===== src/pdc_pkg.sv =====
package pdc_pkg;
	localparam int NUM_AXES = 2;
	localparam int SEL_W = 6;
	localparam int PW_W = 16;
	localparam int TICK_W = 18;
	localparam int HOLD_W = 4;
	// timing
	localparam int CLK_PERIOD_NS = 5;
	localparam int MS_NS = 1000000;
	localparam int MS_CYCLES = (MS_NS + CLK_PERIOD_NS - 1) / CLK_PERIOD_NS;
	localparam int HOLD_MS = 10;
	localparam logic [HOLD_W-1:0] HOLD_TICKS = HOLD_W'(HOLD_MS + 1);
	// register map
	localparam logic [31:0] REG_CTRL = 32'h0000_0000;
	localparam logic [31:0] REG_PWIDTH = 32'h0000_0004;
	localparam logic [31:0] REG_STATUS = 32'h0000_0008;
	localparam logic [1:0] RESP_OKAY = 2'h0;
	localparam logic [1:0] RESP_SLVERR = 2'h2;
	localparam logic [PW_W-1:0] PW_RESET = 16'h0001;
	typedef enum logic [1:0] {
		MODE_INDEX = 2'b00,
		MODE_SCAN = 2'b01,
		MODE_CONT = 2'b10,
		MODE_PROG = 2'b11
	} pdc_mode_e;
	typedef enum logic [2:0] {
		AX_IDLE = 3'b000,
		AX_HOME = 3'b001,
		AX_MOVE = 3'b010,
		AX_PULSE = 3'b011,
		AX_HOLD = 3'b100
	} pdc_axis_e;
	typedef struct packed {
		logic single_axis;
		logic soft_limit_en;
		logic end_pulse_en;
	} pdc_ctrl_s;
	localparam pdc_ctrl_s CTRL_RESET = 3'h0;
	typedef struct packed {
		logic [NUM_AXES-1:0] axis;
		logic [SEL_W-1:0] step;
	} pdc_move_s;
	typedef struct packed {
		logic [NUM_AXES-1:0] move_busy;
		logic [NUM_AXES-1:0] homing;
		logic [NUM_AXES-1:0] out;
		logic [SEL_W-1:0] step;
		logic [1:0] mode;
	} pdc_status_s;
endpackage : pdc_pkg


===== src/pdc_in_sync.sv =====
`timescale 1ns/1ps
module pdc_in_sync #(
	parameter int W = 1
) (
	input wire logic mclk,
	input wire logic rst_n,
	input wire logic [W-1:0] pin_n,
	output logic [W-1:0] level
);
	logic [W-1:0] s1;
	logic [W-1:0] s2;
	logic [W-1:0] s3;

	// open pin reads high
	always_ff @(posedge mclk or negedge rst_n) begin
		if (!rst_n) begin
			s1 <= '1;
			s2 <= '1;
			s3 <= '1;
		end else begin
			s1 <= pin_n;
			s2 <= s1;
			s3 <= s2;
		end
	end

	// shorted to common is asserted
	always_ff @(posedge mclk or negedge rst_n) begin
		if (!rst_n) begin
			level <= '0;
		end else begin
			for (int b = 0; b < W; b++) begin
				if (s2[b] == s3[b]) begin
					level[b] <= ~s3[b];
				end
			end
		end
	end
endmodule : pdc_in_sync


===== src/pdc_command_port.sv =====
// Summary of operation
// - mode inputs select index, scan, continuous, program
// - home requests accepted in every mode
// - input asserted when shorted; output when conducting
// - home starts after input held over 10 ms
// - no end pulse: output on during home search
// - end pulse: off during search, pulse at end
// - software limits suspended while homing
// - output released only after home input releases; the code clears it at move done for a move that ends without an end pulse
// - index mode: strobe starts selected stored move
// - six selector bits form step number 0-63
// - each axis designation input acts independently
// - single-axis build ignores second axis
// - move end-pulse flag gives end pulse
//
// Design decisions made here: the address map and the AXI4-Lite register port.
`timescale 1ns/1ps
module pdc_command_port #(
	parameter int MS_CYCLES = pdc_pkg::MS_CYCLES
) (
	input wire logic mclk,
	input wire logic nrst,
	input wire logic [31:0] s_axi_awaddr,
	input wire logic s_axi_awvalid,
	output logic s_axi_awready,
	input wire logic [31:0] s_axi_wdata,
	input wire logic [3:0] s_axi_wstrb,
	input wire logic s_axi_wvalid,
	output logic s_axi_wready,
	output logic [1:0] s_axi_bresp,
	output logic s_axi_bvalid,
	input wire logic s_axi_bready,
	input wire logic [31:0] s_axi_araddr,
	input wire logic s_axi_arvalid,
	output logic s_axi_arready,
	output logic [31:0] s_axi_rdata,
	output logic [1:0] s_axi_rresp,
	output logic s_axi_rvalid,
	input wire logic s_axi_rready,
	input wire logic mode_sel_lo_n,
	input wire logic mode_sel_hi_n,
	input wire logic home_n,
	input wire logic strobe_n,
	input wire logic [pdc_pkg::NUM_AXES-1:0] axis_sel_n,
	input wire logic [pdc_pkg::SEL_W-1:0] step_sel_n,
	output logic [pdc_pkg::NUM_AXES-1:0] axis_active_done,
	output pdc_pkg::pdc_mode_e drive_mode,
	output logic soft_limit_active,
	output logic [pdc_pkg::NUM_AXES-1:0] home_start,
	input wire logic [pdc_pkg::NUM_AXES-1:0] home_done,
	output logic move_start,
	output pdc_pkg::pdc_move_s move_req,
	input wire logic [pdc_pkg::NUM_AXES-1:0] move_done,
	input wire logic [pdc_pkg::NUM_AXES-1:0] move_end_flag
);
	localparam int NA = pdc_pkg::NUM_AXES;
	localparam int SW = pdc_pkg::SEL_W;
	localparam int IN_W = 4 + NA + SW;

	logic rst_meta;
	logic rst_n;
	logic [IN_W-1:0] in_lvl;
	logic mode_lo_q;
	logic mode_hi_q;
	logic home_q;
	logic strobe_q;
	logic [NA-1:0] axis_q;
	logic [SW-1:0] sel_q;
	logic [pdc_pkg::TICK_W-1:0] tick_cnt;
	logic ms_tick;
	logic [1:0] qual_lvl;
	logic [1:0] qual_ok;
	logic [1:0] qual_ok_d;
	logic [pdc_pkg::HOLD_W-1:0] hold_cnt [2];
	logic home_fire;
	logic strobe_fire;
	logic [NA-1:0] axis_en;
	logic [NA-1:0] home_go;
	logic [NA-1:0] move_go;
	logic [NA-1:0] out_q;
	logic [NA-1:0] homing;
	logic [NA-1:0] moving;
	pdc_pkg::pdc_ctrl_s ctrl;
	logic [pdc_pkg::PW_W-1:0] pulse_width;
	logic aw_hold;
	logic w_hold;
	logic [31:0] aw_addr;
	logic [31:0] w_data;
	logic [3:0] w_strb;
	logic wr_fire;
	pdc_pkg::pdc_status_s status;

	// reset release
	always_ff @(posedge mclk or negedge nrst) begin
		if (!nrst) begin
			rst_meta <= 1'b0;
			rst_n <= 1'b0;
		end else begin
			rst_meta <= 1'b1;
			rst_n <= rst_meta;
		end
	end

	pdc_in_sync #(.W(IN_W)) u_sync (
		.mclk(mclk),
		.rst_n(rst_n),
		.pin_n({mode_sel_lo_n, mode_sel_hi_n, home_n, strobe_n, axis_sel_n, step_sel_n}),
		.level(in_lvl)
	);
	assign {mode_lo_q, mode_hi_q, home_q, strobe_q, axis_q, sel_q} = in_lvl;

	always_comb begin
		drive_mode = pdc_pkg::pdc_mode_e'({mode_hi_q, mode_lo_q});
	end

	// millisecond tick
	always_ff @(posedge mclk or negedge rst_n) begin
		if (!rst_n) begin
			tick_cnt <= '0;
			ms_tick <= 1'b0;
		end else if (tick_cnt == pdc_pkg::TICK_W'(MS_CYCLES - 1)) begin
			tick_cnt <= '0;
			ms_tick <= 1'b1;
		end else begin
			tick_cnt <= tick_cnt + 1'b1;
			ms_tick <= 1'b0;
		end
	end

	// hold qualification for home and strobe
	assign qual_lvl = {strobe_q, home_q};
	for (genvar q = 0; q < 2; q++) begin : g_qual
		always_ff @(posedge mclk or negedge rst_n) begin
			if (!rst_n) begin
				hold_cnt[q] <= '0;
			end else if (!qual_lvl[q]) begin
				hold_cnt[q] <= '0;
			end else if (ms_tick && hold_cnt[q] != pdc_pkg::HOLD_TICKS) begin
				hold_cnt[q] <= hold_cnt[q] + 1'b1;
			end
		end
		assign qual_ok[q] = qual_lvl[q] && hold_cnt[q] == pdc_pkg::HOLD_TICKS;
	end

	always_ff @(posedge mclk or negedge rst_n) begin
		if (!rst_n) begin
			qual_ok_d <= '0;
		end else begin
			qual_ok_d <= qual_ok;
		end
	end
	assign home_fire = qual_ok[0] && !qual_ok_d[0];
	assign strobe_fire = qual_ok[1] && !qual_ok_d[1];

	// per-axis start and drive/end output
	for (genvar i = 0; i < NA; i++) begin : g_axis
		pdc_pkg::pdc_axis_e st;
		logic [pdc_pkg::PW_W-1:0] pw_cnt;
		assign axis_en[i] = (i == 0) || !ctrl.single_axis;
		assign home_go[i] = home_fire && axis_q[i] && axis_en[i] && st == pdc_pkg::AX_IDLE;
		assign move_go[i] = strobe_fire && drive_mode == pdc_pkg::MODE_INDEX && axis_q[i] && axis_en[i]
			&& st == pdc_pkg::AX_IDLE && !home_go[i];
		assign homing[i] = st == pdc_pkg::AX_HOME;
		assign moving[i] = st == pdc_pkg::AX_MOVE;
		always_ff @(posedge mclk or negedge rst_n) begin
			if (!rst_n) begin
				st <= pdc_pkg::AX_IDLE;
				out_q[i] <= 1'b0;
				pw_cnt <= '0;
			end else if (!axis_en[i]) begin
				st <= pdc_pkg::AX_IDLE;
				out_q[i] <= 1'b0;
			end else begin
				case (st)
					pdc_pkg::AX_IDLE: begin
						if (home_go[i]) begin
							st <= pdc_pkg::AX_HOME;
							out_q[i] <= !ctrl.end_pulse_en;
						end else if (move_go[i]) begin
							st <= pdc_pkg::AX_MOVE;
							out_q[i] <= !ctrl.end_pulse_en;
						end
					end
					pdc_pkg::AX_HOME: begin
						if (home_done[i]) begin
							out_q[i] <= 1'b1;
							pw_cnt <= pulse_width;
							st <= ctrl.end_pulse_en ? pdc_pkg::AX_PULSE : pdc_pkg::AX_HOLD;
						end
					end
					pdc_pkg::AX_MOVE: begin
						if (move_done[i]) begin
							if (ctrl.end_pulse_en && move_end_flag[i]) begin
								out_q[i] <= 1'b1;
								pw_cnt <= pulse_width;
								st <= pdc_pkg::AX_PULSE;
							end else begin
								out_q[i] <= 1'b0;
								st <= pdc_pkg::AX_HOLD;
							end
						end
					end
					pdc_pkg::AX_PULSE: begin
						// whole ticks only, so the pulse never runs short of the width
						if (ms_tick) begin
							if (pw_cnt == '0) begin
								st <= pdc_pkg::AX_HOLD;
							end else begin
								pw_cnt <= pw_cnt - 1'b1;
							end
						end
					end
					pdc_pkg::AX_HOLD: begin
						if (!home_q) begin
							out_q[i] <= 1'b0;
							st <= pdc_pkg::AX_IDLE;
						end
					end
					default: begin
						st <= pdc_pkg::AX_IDLE;
						out_q[i] <= 1'b0;
					end
				endcase
			end
		end
	end

	assign axis_active_done = out_q & axis_en;
	assign soft_limit_active = ctrl.soft_limit_en && !(|homing);

	// start strobes to motion core
	always_ff @(posedge mclk or negedge rst_n) begin
		if (!rst_n) begin
			home_start <= '0;
			move_start <= 1'b0;
			move_req <= '0;
		end else begin
			home_start <= home_go;
			move_start <= |move_go;
			if (|move_go) begin
				move_req.axis <= move_go;
				move_req.step <= sel_q;
			end
		end
	end

	// register write channel
	assign s_axi_awready = !aw_hold && !s_axi_bvalid;
	assign s_axi_wready = !w_hold && !s_axi_bvalid;
	assign wr_fire = aw_hold && w_hold && !s_axi_bvalid;
	always_ff @(posedge mclk or negedge rst_n) begin
		if (!rst_n) begin
			aw_hold <= 1'b0;
			w_hold <= 1'b0;
			aw_addr <= '0;
			w_data <= '0;
			w_strb <= '0;
			s_axi_bvalid <= 1'b0;
			s_axi_bresp <= pdc_pkg::RESP_OKAY;
		end else begin
			if (s_axi_awvalid && s_axi_awready) begin
				aw_hold <= 1'b1;
				aw_addr <= s_axi_awaddr;
			end
			if (s_axi_wvalid && s_axi_wready) begin
				w_hold <= 1'b1;
				w_data <= s_axi_wdata;
				w_strb <= s_axi_wstrb;
			end
			if (wr_fire) begin
				aw_hold <= 1'b0;
				w_hold <= 1'b0;
				s_axi_bvalid <= 1'b1;
				if (aw_addr == pdc_pkg::REG_CTRL || aw_addr == pdc_pkg::REG_PWIDTH
					|| aw_addr == pdc_pkg::REG_STATUS) begin
					s_axi_bresp <= pdc_pkg::RESP_OKAY;
				end else begin
					s_axi_bresp <= pdc_pkg::RESP_SLVERR;
				end
			end else if (s_axi_bvalid && s_axi_bready) begin
				s_axi_bvalid <= 1'b0;
			end
		end
	end

	always_ff @(posedge mclk or negedge rst_n) begin
		if (!rst_n) begin
			ctrl <= pdc_pkg::CTRL_RESET;
			pulse_width <= pdc_pkg::PW_RESET;
		end else if (wr_fire) begin
			if (aw_addr == pdc_pkg::REG_CTRL) begin
				if (w_strb[0]) begin
					ctrl <= pdc_pkg::pdc_ctrl_s'(w_data[2:0]);
				end
			end else if (aw_addr == pdc_pkg::REG_PWIDTH) begin
				if (w_strb[0]) begin
					pulse_width[7:0] <= w_data[7:0];
				end
				if (w_strb[1]) begin
					pulse_width[15:8] <= w_data[15:8];
				end
			end
		end
	end

	// register read channel
	assign status = '{move_busy: moving, homing: homing, out: axis_active_done, step: move_req.step, mode: drive_mode};
	assign s_axi_arready = !s_axi_rvalid;
	always_ff @(posedge mclk or negedge rst_n) begin
		if (!rst_n) begin
			s_axi_rvalid <= 1'b0;
			s_axi_rdata <= '0;
			s_axi_rresp <= pdc_pkg::RESP_OKAY;
		end else if (s_axi_arvalid && s_axi_arready) begin
			s_axi_rvalid <= 1'b1;
			s_axi_rresp <= pdc_pkg::RESP_OKAY;
			if (s_axi_araddr == pdc_pkg::REG_CTRL) begin
				s_axi_rdata <= 32'(ctrl);
			end else if (s_axi_araddr == pdc_pkg::REG_PWIDTH) begin
				s_axi_rdata <= 32'(pulse_width);
			end else if (s_axi_araddr == pdc_pkg::REG_STATUS) begin
				s_axi_rdata <= 32'(status);
			end else begin
				s_axi_rdata <= '0;
				s_axi_rresp <= pdc_pkg::RESP_SLVERR;
			end
		end else if (s_axi_rvalid && s_axi_rready) begin
			s_axi_rvalid <= 1'b0;
		end
	end

	// checks
	mode_decode_a: assert property (@(posedge mclk) disable iff (!rst_n)
		(mode_lo_q && !mode_hi_q) |-> drive_mode == pdc_pkg::MODE_SCAN)
		else $error("mode decode wrong");
	home_any_mode_a: assert property (@(posedge mclk) disable iff (!rst_n)
		(home_fire && axis_q[0] && g_axis[0].st == pdc_pkg::AX_IDLE) |=> home_start[0])
		else $error("home request dropped");
	home_hold_a: assert property (@(posedge mclk) disable iff (!rst_n)
		home_go[0] |-> hold_cnt[0] == pdc_pkg::HOLD_TICKS && $past(hold_cnt[0]) == pdc_pkg::HOLD_TICKS - 1'b1)
		else $error("home started before hold time");
	home_busy_on_a: assert property (@(posedge mclk) disable iff (!rst_n)
		(home_go[0] && !ctrl.end_pulse_en) |=> axis_active_done[0] && homing[0])
		else $error("output not on at home start");
	home_pulse_off_a: assert property (@(posedge mclk) disable iff (!rst_n)
		(homing[0] && ctrl.end_pulse_en && $past(homing[0])) |-> !axis_active_done[0])
		else $error("output on during pulsed home search");
	soft_limit_a: assert property (@(posedge mclk) disable iff (!rst_n)
		(|homing) |-> !soft_limit_active)
		else $error("soft limit active while homing");
	release_wait_a: assert property (@(posedge mclk) disable iff (!rst_n)
		$fell(out_q[0]) && $past(g_axis[0].st) == pdc_pkg::AX_HOLD |-> !$past(home_q))
		else $error("output released while home held");
	index_start_a: assert property (@(posedge mclk) disable iff (!rst_n)
		move_start |-> $past(drive_mode) == pdc_pkg::MODE_INDEX && $past(strobe_fire))
		else $error("move started outside index strobe");
	step_number_a: assert property (@(posedge mclk) disable iff (!rst_n)
		move_start |-> move_req.step == $past(sel_q))
		else $error("step number mismatch");
	single_axis_a: assert property (@(posedge mclk) disable iff (!rst_n)
		(ctrl.single_axis && $past(ctrl.single_axis)) |-> !axis_active_done[1] && (!move_start || !move_req.axis[1]))
		else $error("second axis acted in single-axis build");
	end_flag_a: assert property (@(posedge mclk) disable iff (!rst_n)
		(moving[0] && move_done[0] && ctrl.end_pulse_en && move_end_flag[0]) |=> axis_active_done[0])
		else $error("end pulse missing after move");
endmodule : pdc_command_port


===== config.mk =====
export PLATFORM = sky130hd
export DESIGN_NAME = pdc_command_port
export DESIGN_NICKNAME = d
export VERILOG_FILES = /design/src/pdc_pkg.sv /design/src/pdc_in_sync.sv /design/src/pdc_command_port.sv
export SDC_FILE = /design/constraint.sdc
export NUM_CORES = 1
export LEC_CHECK = 0
export ABC_AREA = 1
export BUFFER_PORTS_ARGS = -buffer_cell sky130_fd_sc_hd__buf_4
export CAP_MARGIN = 20
export CORE_MARGIN = 2
export CORE_UTILIZATION = 45
export DETAILED_ROUTE_END_ITERATION = 7
export PLACE_DENSITY = 0.66
export SYNTH_ARGS = -nofsm -noshare
export SYNTH_HDL_FRONTEND = slang
export SYNTH_HIERARCHICAL = 1
export SYNTH_SLANG_ARGS = --single-unit

===== constraint.sdc =====
create_clock -name mclk -period 12.92 [get_ports mclk]
set_input_delay 2.584 -clock mclk [delete_from_list [all_inputs] [get_ports mclk]]
set_output_delay 2.584 -clock mclk [all_outputs]
set_load 0.01 [all_outputs]

==> tab_implementation.tex, run 1 <==
\begin{tabular}{lr}
\hline
Metric & Value \\
\hline
\multicolumn{2}{l}{\textbf{Outcome}} \\
Outcome & complete, no violations \\
\multicolumn{2}{l}{\textbf{Job}} \\
Total of max-cap violations & 0 \\
\multicolumn{2}{l}{\textbf{STA}} \\
Maximum clock frequency & 232 MHz \\
Crit path time final & 4.30 ns \\
Setup repair after global routing missed its margin & false \\
Endpoints failing setup & 0 \\
Max-slew violations & 0 \\
Actual slew at the worst max-slew pin & 1.06 ns \\
Setup Skew & 0.0127 ns \\
Hold WS & 0.351 ns \\
Aggregate negative setup slack & 0 ns \\
Final number of hold-violating endpoints & 0 \\
Fin worst setup slack & 8.62 ns \\
Part of the cycle the worst path needs & 0.333 \\
Rel. slew slack & 0.291 \\
\multicolumn{2}{l}{\textbf{Floorplan}} \\
\# rows & 56 \\
Die X-Extent & 157 µm \\
Area inside the core boundary & 23300 µm² \\
Die span in y & 157 µm \\
Total Die Area & 24700 µm² \\
Initial core utilization & 0.454 \\
Boundary Pins & 182 \\
\multicolumn{2}{l}{\textbf{Setup path}} \\
Crit. End Element & output port \\
Max stage delay cell, worst path & dfrtp\_1 \\
Start of the worst register-to-register path & g\_axis[1].st[2] \\
Data arrival time at the worst-slack endpoint & 1.72 ns \\
End of the worst register-to-register path & g\_axis[1].pw\_cnt[10] \\
Cell repeated most along the worst path & inv\_1 \\
Cell depth of the worst flop-to-flop path & 8 \\
Crit path max fanout & 4 \\
Register-to-register setup slack & 9.91 ns \\
Max stage delay on crit path & 0.42 ns \\
Critical path class & register to output port \\
Launching element type of the critical path & register \\
Critical Path RT & 10.34 ns \\
Cell Chain, Critical Path & inv\_1 -> nand3\_1 -> inv\_1 -> nor3\_1 -> buf\_4 \\
Critical Path Sink & soft\_limit\_active \\
Timing startpoint of the critical path & g\_axis[1].st[2] \\
\multicolumn{2}{l}{\textbf{Placement}} \\
Number of port buffers & 145 \\
Post-detail-place hpwl & 17600 µm \\
Placed Instances & 1710 \\
Area after detailed placement & 11900 µm² \\
Setup WS pre-CTS & 8.48 ns \\
Last weighted congestion value of the routability-driven placer & 0.882 \\
\multicolumn{2}{l}{\textbf{Cells and area}} \\
Cell area after layout & 12800 µm² \\
Layout cells sized above 1 & 0.206 \\
Finished Core Util & 0.551 \\
Post-layout nets & 1548 \\
Antenna Cells & 0 \\
Combined area of the multi-input logic cells & 4260 µm² \\
Finished Layout Cells & 1754 \\
Area added between synthesis and finish & 21.3\% \\
Register cell area after layout & 5580 µm² \\
Number of filler instances in the final layout & 2161 \\
\multicolumn{2}{l}{\textbf{Logic synthesis}} \\
Proportion of register bits with asynchronous set or reset after synthesis & 1.00 \\
Leading cell type by number of instances after synthesis & nand2\_1 \\
Total standard cell area after synthesis & 10600 µm² \\
Most used DFF post-synth & dfrtp\_1 \\
Ranking of synthesized cells by area & dfrtp\_1 44\%, nand2\_1 13\%, dfstp\_2 9.2\%, nor2\_1 5.3\%, inv\_1 4.7\% \\
Share of Yosys cell area claimed by the top area cell type & 0.436 \\
Number of flops mapped to enable cells by yosys & 0 \\
Leading cell types by count after synthesis & 376 x nand2\_1, 184 x dfrtp\_1, 150 x nor2\_1, 133 x inv\_1, 96 x nand3\_1 \\
Register bit total from synthesis & 221 \\
YS warnings & 6 \\
Yosys top cell by area & dfrtp\_1 \\
Netlist cell types & 43 \\
Portion of the post-synthesis area used by sequential elements & 0.528 \\
Post-synthesis area per instance & 8.33 µm² \\
Mapped Cells & 1269 \\
\multicolumn{2}{l}{\textbf{Clock network}} \\
Count of hold buffers inserted by post-cts repair & 0 \\
Number of post-CTS setup repair buffers & 0 \\
Clock-pin transition on the worst setup and hold timing paths & 0.06 ns \\
Deepest clock path buffer count & 3 \\
Clock Root Buffer & clkbuf\_16 \\
TritonCTS Buffers & 24 \\
Number of instances resized during post-cts repair & 0 \\
Number of sinks on the clock net & 221 \\
H-tree levels & 1 \\
Later-pin clock latency in the skew report & 0.52 ns \\
Clock tree from TritonCTS & yes \\
\multicolumn{2}{l}{\textbf{Pwr}} \\
Net switching power figure & 443 µW \\
Portion of total power attributed to the clock network & 0.423 \\
Post-route total power & 1.87 mW \\
Switching fraction of total power & 0.237 \\
Internal cell power & 1.42 mW \\
Logic pwr share & 0.124 \\
Worst vdd rail ir drop & 0.000123 V \\
Leakage & 6.54 nW \\
Sequential fraction of design power & 0.453 \\
Pwr dens & 146 nW/µm² \\
\multicolumn{2}{l}{\textbf{GRT}} \\
GR Util All Layers & 0.200 \\
Number of global-route vias before repair & 8151 \\
Total global routing overflow & 0 \\
Maximum number of pins on one net before global-route repair & 172 \\
First-pass GRT wire length & 39900 µm \\
Initial antenna violation count & 0 \\
\multicolumn{2}{l}{\textbf{Worst hold path}} \\
Worst min path class & register to async pin \\
\multicolumn{2}{l}{\textbf{Route}} \\
Antenna violation net count after detailed routing & 0 \\
Number of iterations in the first detailed-routing pass & 5 \\
First-iteration detailed-routing DRC count & 474 \\
Number of vias after detailed routing & 8505 \\
Wirelength, routed & 24200 µm \\
DRC Markers & 0 \\
Avg WL per Cell & 13.8 µm \\
Vias per std cell & 4.85 \\
\hline
\end{tabular}
power groups by stage:
stage	Combinational, mW	Clock, mW	Sequential (mW)
3_5_place_dp	0.234	0	0.858
3_3_place_gp	0.227	0	0.854
4_1_cts	0.235	0.811	0.847
6_report	0.231	0.790	0.846
2_1_floorplan	0.162	0	0.850
5_1_grt	0.261	0.840	0.859
state kept, by name, summed over array words and instances, names as in the netlist, 2 cells and up:
name / cells
s_axi_rdata: 16
u_sync/s3: 12
u_sync/level: 12
w_data: 16
out_q: 2
g_axis.pw_cnt: 32
qual_ok_d: 2
tick_cnt: 18
u_sync/s1: 12
home_start: 2
w_strb: 2
hold_cnt: 8
u_sync/s2: 12
aw_addr: 32
ctrl: 3
g_axis.st: 6
move_req: 8
pulse_width: 16
per-layer routing:
metal  vias up  GRT usage  part of all wire
li1       4290          -                 -
met1      4003      0.270              0.45
met2       178      0.334              0.48
met3        34     0.0374             0.062
met4         0     0.0481             0.017
met5         -          0                 0
cells in the final DEF (no fill, tap or decap), types with 5 or more instances in the layout:
cell type | netlist | final
nand2_1 | 376 | 376
dfrtp_1 | 184 | 183
nor2_1 | 150 | 150
buf_4 | 19 | 147
inv_1 | 133 | 133
nand3_1 | 96 | 96
o21ai_0 | 53 | 53
a21oi_1 | 42 | 42
mux2_2 | 37 | 37
dfstp_2 | 37 | 37
clkbuf_16 | 0 | 25
nand4_1 | 20 | 20
conb_1 | 2 | 19
xor2_1 | 16 | 16
o21ai_1 | 13 | 13
nor3_1 | 7 | 7
bufinv_16 | 0 | 7
nor2_2 | 6 | 6
or2_2 | 6 | 6
ha_1 | 6 | 6
inv_2 | 5 | 5
mux2i_1 | 5 | 5
clkinv_2 | 0 | 5
critical path: cells and delay by family, from the launching register on:
family                 cells  cell delay, ns
and+or+nand+nor            2            0.42
DFF                        1            0.42
buffers and inverters      3            0.35
cells by family after synthesis:
family          count (synthesis)  synth area share
xor+xnor                       20            0.0166
other cells                     2          0.000710
compound gates                120            0.0600
mux                            42            0.0442
buf+inv                       181            0.0750
flops                         221             0.528
simple gates                  677             0.269
fa+ha+maj                       6           0.00710
layout make-up:
type,instances,area share
Timing Repair Buffer,148,0.0876
Tap cell,319,0.0311
Inverter,138,0.0404
Multi-Input combinational cell,884,0.333
Clock buffer,30,0.0534
Sequential cell,221,0.435
Clock inverter,14,0.0195
how the worst min path moves through the flow:
stage                  from  slack (ns)      endpoint  cells past startpoint
2_1_floorplan      rst_meta        0.33         rst_n                      0
3_3_place_gp       rst_meta        0.34         rst_n                      0
3_5_place_dp       rst_meta        0.34         rst_n                      0
4_1_cts        u_sync/s1[5]        0.36  u_sync/s2[5]                      0
5_1_grt        u_sync/s1[4]        0.36  u_sync/s2[4]                      0
6_report              rst_n        0.35    w_data[10]                      0
(Power assumes the default switching activity.)
==> inputs of run 2 (changes only) <==
- ABC_AREA: 1 -> 0
- PLACE_DENSITY: 0.66 -> 0.69
- clock period: 12.92 -> 3.6 ns (I/O delays scaled with it)
==> tab_implementation.tex, run 2 <==
\begin{tabular}{lr}
\hline
Metric & Value \\
\hline
\multicolumn{2}{l}{\textbf{Outcome}} \\
Outcome & complete, no violations \\
\multicolumn{2}{l}{\textbf{Cells and area}} \\
Area added between synthesis and finish & 22.4\% \\
Post-layout nets & 1127 \\
Cell area after layout & 12100 µm² \\
Registers with the highest flip-flop counts & aw\_addr x32, g\_axis.pw\_cnt x32, tick\_cnt x18 \\
Layout cells sized above 1 & 0.336 \\
Commonest non-fill, non-tap cell in the layout & dfrtp\_1 \\
Top library cells by usage in the layout, fill and taps aside & 183 x dfrtp\_1, 152 x buf\_4, 77 x mux2\_2 \\
\multicolumn{2}{l}{\textbf{STA}} \\
Rel. slew slack & 0.531 \\
Final number of hold-violating endpoints & 0 \\
Actual slew at the worst max-slew pin & 0.704 ns \\
Max-slew violations & 0 \\
Setup Skew & 0.0109 ns \\
Maximum clock frequency & 360 MHz \\
Fin worst setup slack & 0.823 ns \\
Aggregate negative setup slack & 0 ns \\
Hold WS & 0.301 ns \\
Part of the cycle the worst path needs & 0.771 \\
Crit path time final & 2.78 ns \\
Setup repair after global routing missed its margin & false \\
Endpoints failing setup & 0 \\
\multicolumn{2}{l}{\textbf{Floorplan}} \\
\# rows & 54 \\
Boundary Pins & 182 \\
Die span in y & 152 µm \\
Total Die Area & 23200 µm² \\
Area inside the core boundary & 21700 µm² \\
Initial core utilization & 0.456 \\
Die X-Extent & 152 µm \\
\multicolumn{2}{l}{\textbf{Clock network}} \\
Number of sinks on the clock net & 221 \\
Number of instances resized during post-cts repair & 0 \\
Deepest clock path buffer count & 3 \\
Number of post-CTS setup repair buffers & 0 \\
TritonCTS Buffers & 24 \\
Later-pin clock latency in the skew report & 0.52 ns \\
Clock Root Buffer & clkbuf\_16 \\
H-tree levels & 1 \\
Count of hold buffers inserted by post-cts repair & 1 \\
Clock tree from TritonCTS & yes \\
Clock-pin transition on the worst setup and hold timing paths & 0.06 ns \\
\multicolumn{2}{l}{\textbf{Logic synthesis}} \\
Proportion of register bits with asynchronous set or reset after synthesis & 1.00 \\
Leading cell type by number of instances after synthesis & dfrtp\_1 \\
Netlist cell types & 71 \\
Leading cell types by count after synthesis & 184 x dfrtp\_1, 77 x mux2\_2, 47 x nor2\_1, 46 x o21ai\_0, 43 x nand2\_1 \\
Most used DFF post-synth & dfrtp\_1 \\
Share of Yosys cell area claimed by the top area cell type & 0.466 \\
Mapped Cells & 856 \\
Yosys top cell by area & dfrtp\_1 \\
Total standard cell area after synthesis & 9890 µm² \\
YS warnings & 6 \\
Number of flops mapped to enable cells by yosys & 0 \\
Portion of the post-synthesis area used by sequential elements & 0.564 \\
Post-synthesis area per instance & 11.6 µm² \\
Register bit total from synthesis & 221 \\
Ranking of synthesized cells by area & dfrtp\_1 47\%, dfstp\_2 9.8\%, mux2\_2 8.8\%, o21ai\_0 2.3\%, nor2\_1 1.8\% \\
\multicolumn{2}{l}{\textbf{Setup path}} \\
Launching element type of the critical path & register \\
Kind of cell adding the most delay to the critical path & simple AND/OR/NAND/NOR gates \\
WP buf/inv & 1 \\
Max stage delay on crit path & 0.58 ns \\
Critical path class & register to output port \\
Data arrival time at the worst-slack endpoint & 2.06 ns \\
Cell Chain, Critical Path & nor3b\_1 -> nor3b\_1 -> buf\_4 \\
Max stage delay cell, worst path & dfrtp\_1 \\
Crit. End Element & output port \\
Critical Path RT & 2.88 ns \\
Crit path max fanout & 14 \\
Cell repeated most along the worst path & nor3b\_1 \\
\multicolumn{2}{l}{\textbf{Route}} \\
Number of vias after detailed routing & 7018 \\
Number of iterations in the first detailed-routing pass & 5 \\
First-iteration detailed-routing DRC count & 474 \\
Top layer in use & met4 \\
Detail Route met3 WL & 1500 µm \\
DRC Markers & 0 \\
Avg WL per Cell & 16.5 µm \\
Wirelength, routed & 21400 µm \\
Routed wire length on met2 & 10100 µm \\
Total routed wire length on the met1 layer & 9110 µm \\
Antenna violation net count after detailed routing & 0 \\
Vias per std cell & 5.42 \\
\multicolumn{2}{l}{\textbf{GRT}} \\
First-pass GRT wire length & 35800 µm \\
Initial antenna violation count & 1 \\
Maximum number of pins on one net before global-route repair & 130 \\
Number of global-route vias before repair & 6976 \\
Total global routing overflow & 0 \\
GR Util All Layers & 0.184 \\
\multicolumn{2}{l}{\textbf{Worst hold path}} \\
Worst min path class & input port to register \\
\multicolumn{2}{l}{\textbf{Placement}} \\
Setup WS pre-CTS & 1.06 ns \\
Post-detail-place hpwl & 15000 µm \\
Last weighted congestion value of the routability-driven placer & 0.854 \\
Area after detailed placement & 11100 µm² \\
Number of port buffers & 145 \\
\multicolumn{2}{l}{\textbf{Pwr}} \\
Worst vdd rail ir drop & 0.000658 V \\
Leakage & 5.63 nW \\
Pwr dens & 563 nW/µm² \\
Post-route total power & 6.82 mW \\
\multicolumn{2}{l}{\textbf{Job}} \\
Total of max-cap violations & 0 \\
\hline
\end{tabular}
run 2: cells by family (layout without fill, tap and decap cells):
logic type	count (synthesis)	count (layout)	synth area share
DFF	221	221	0.564
AOI/OAI and AO/OA	158	158	0.105
xor gates and xnor gates	19	19	0.0168
other	2	20	0.000759
muxes	84	84	0.0948
and+or+nand+nor	254	254	0.147
buffers and inverters	100	241	0.0500
adders and majority gates	18	18	0.0213
run 2: routing by layer:
| layer | up-vias | global-route usage |
|---|---|---|
| met5 | - | 0 |
| met4 | 0 | 0.0610 |
| met3 | 48 | 0.0498 |
| met2 | 191 | 0.297 |
| met1 | 3432 | 0.244 |
| li1 | 3347 | - |
run 2: stage by stage:
stage	utilization	instances
floorplan	-	873
global placement	0.514	1248
detailed placement	0.514	1248
CTS	0.557	1293
global route	0.558	1294
finish	0.558	1295
run 2: final timing paths:
kind                            slack, ns            start                 to  cells past startpoint
min in group asynchronous            0.36            rst_n        aw_addr[11]                      1
worst max register to register       1.23       aw_addr[1]    pulse_width[13]                      5
worst min-delay path                 0.30    step_sel_n[4]       u_sync/s1[4]                      1
worst min register to register       0.35         rst_meta              rst_n                      0
max in group asynchronous            2.61            rst_n    pulse_width[14]                      1
worst max-delay path                 0.82  g_axis[1].st[0]  soft_limit_active                      3
run 2: area by class of cell:
| class | count | area (µm²) |
|---|---|---|
| tap | 280 | 350 |
| antenna | 1 | 2.50 |
| fill | 1841 | 9580 |
| inverter | 41 | 154 |
| clock inverter | 10 | 215 |
| sequential | 221 | 5580 |
| multi-input combinational | 552 | 3880 |
| timing repair buffer | 156 | 1210 |
| clock buffer | 34 | 718 |
run 2: power breakdown:
group	total [mW]	leakage [nW]	switching, mW	internal, mW
clock network	2.83	0.460	1.01	1.82
registers	3.10	2.75	0.231	2.87
logic	0.893	2.42	0.368	0.525
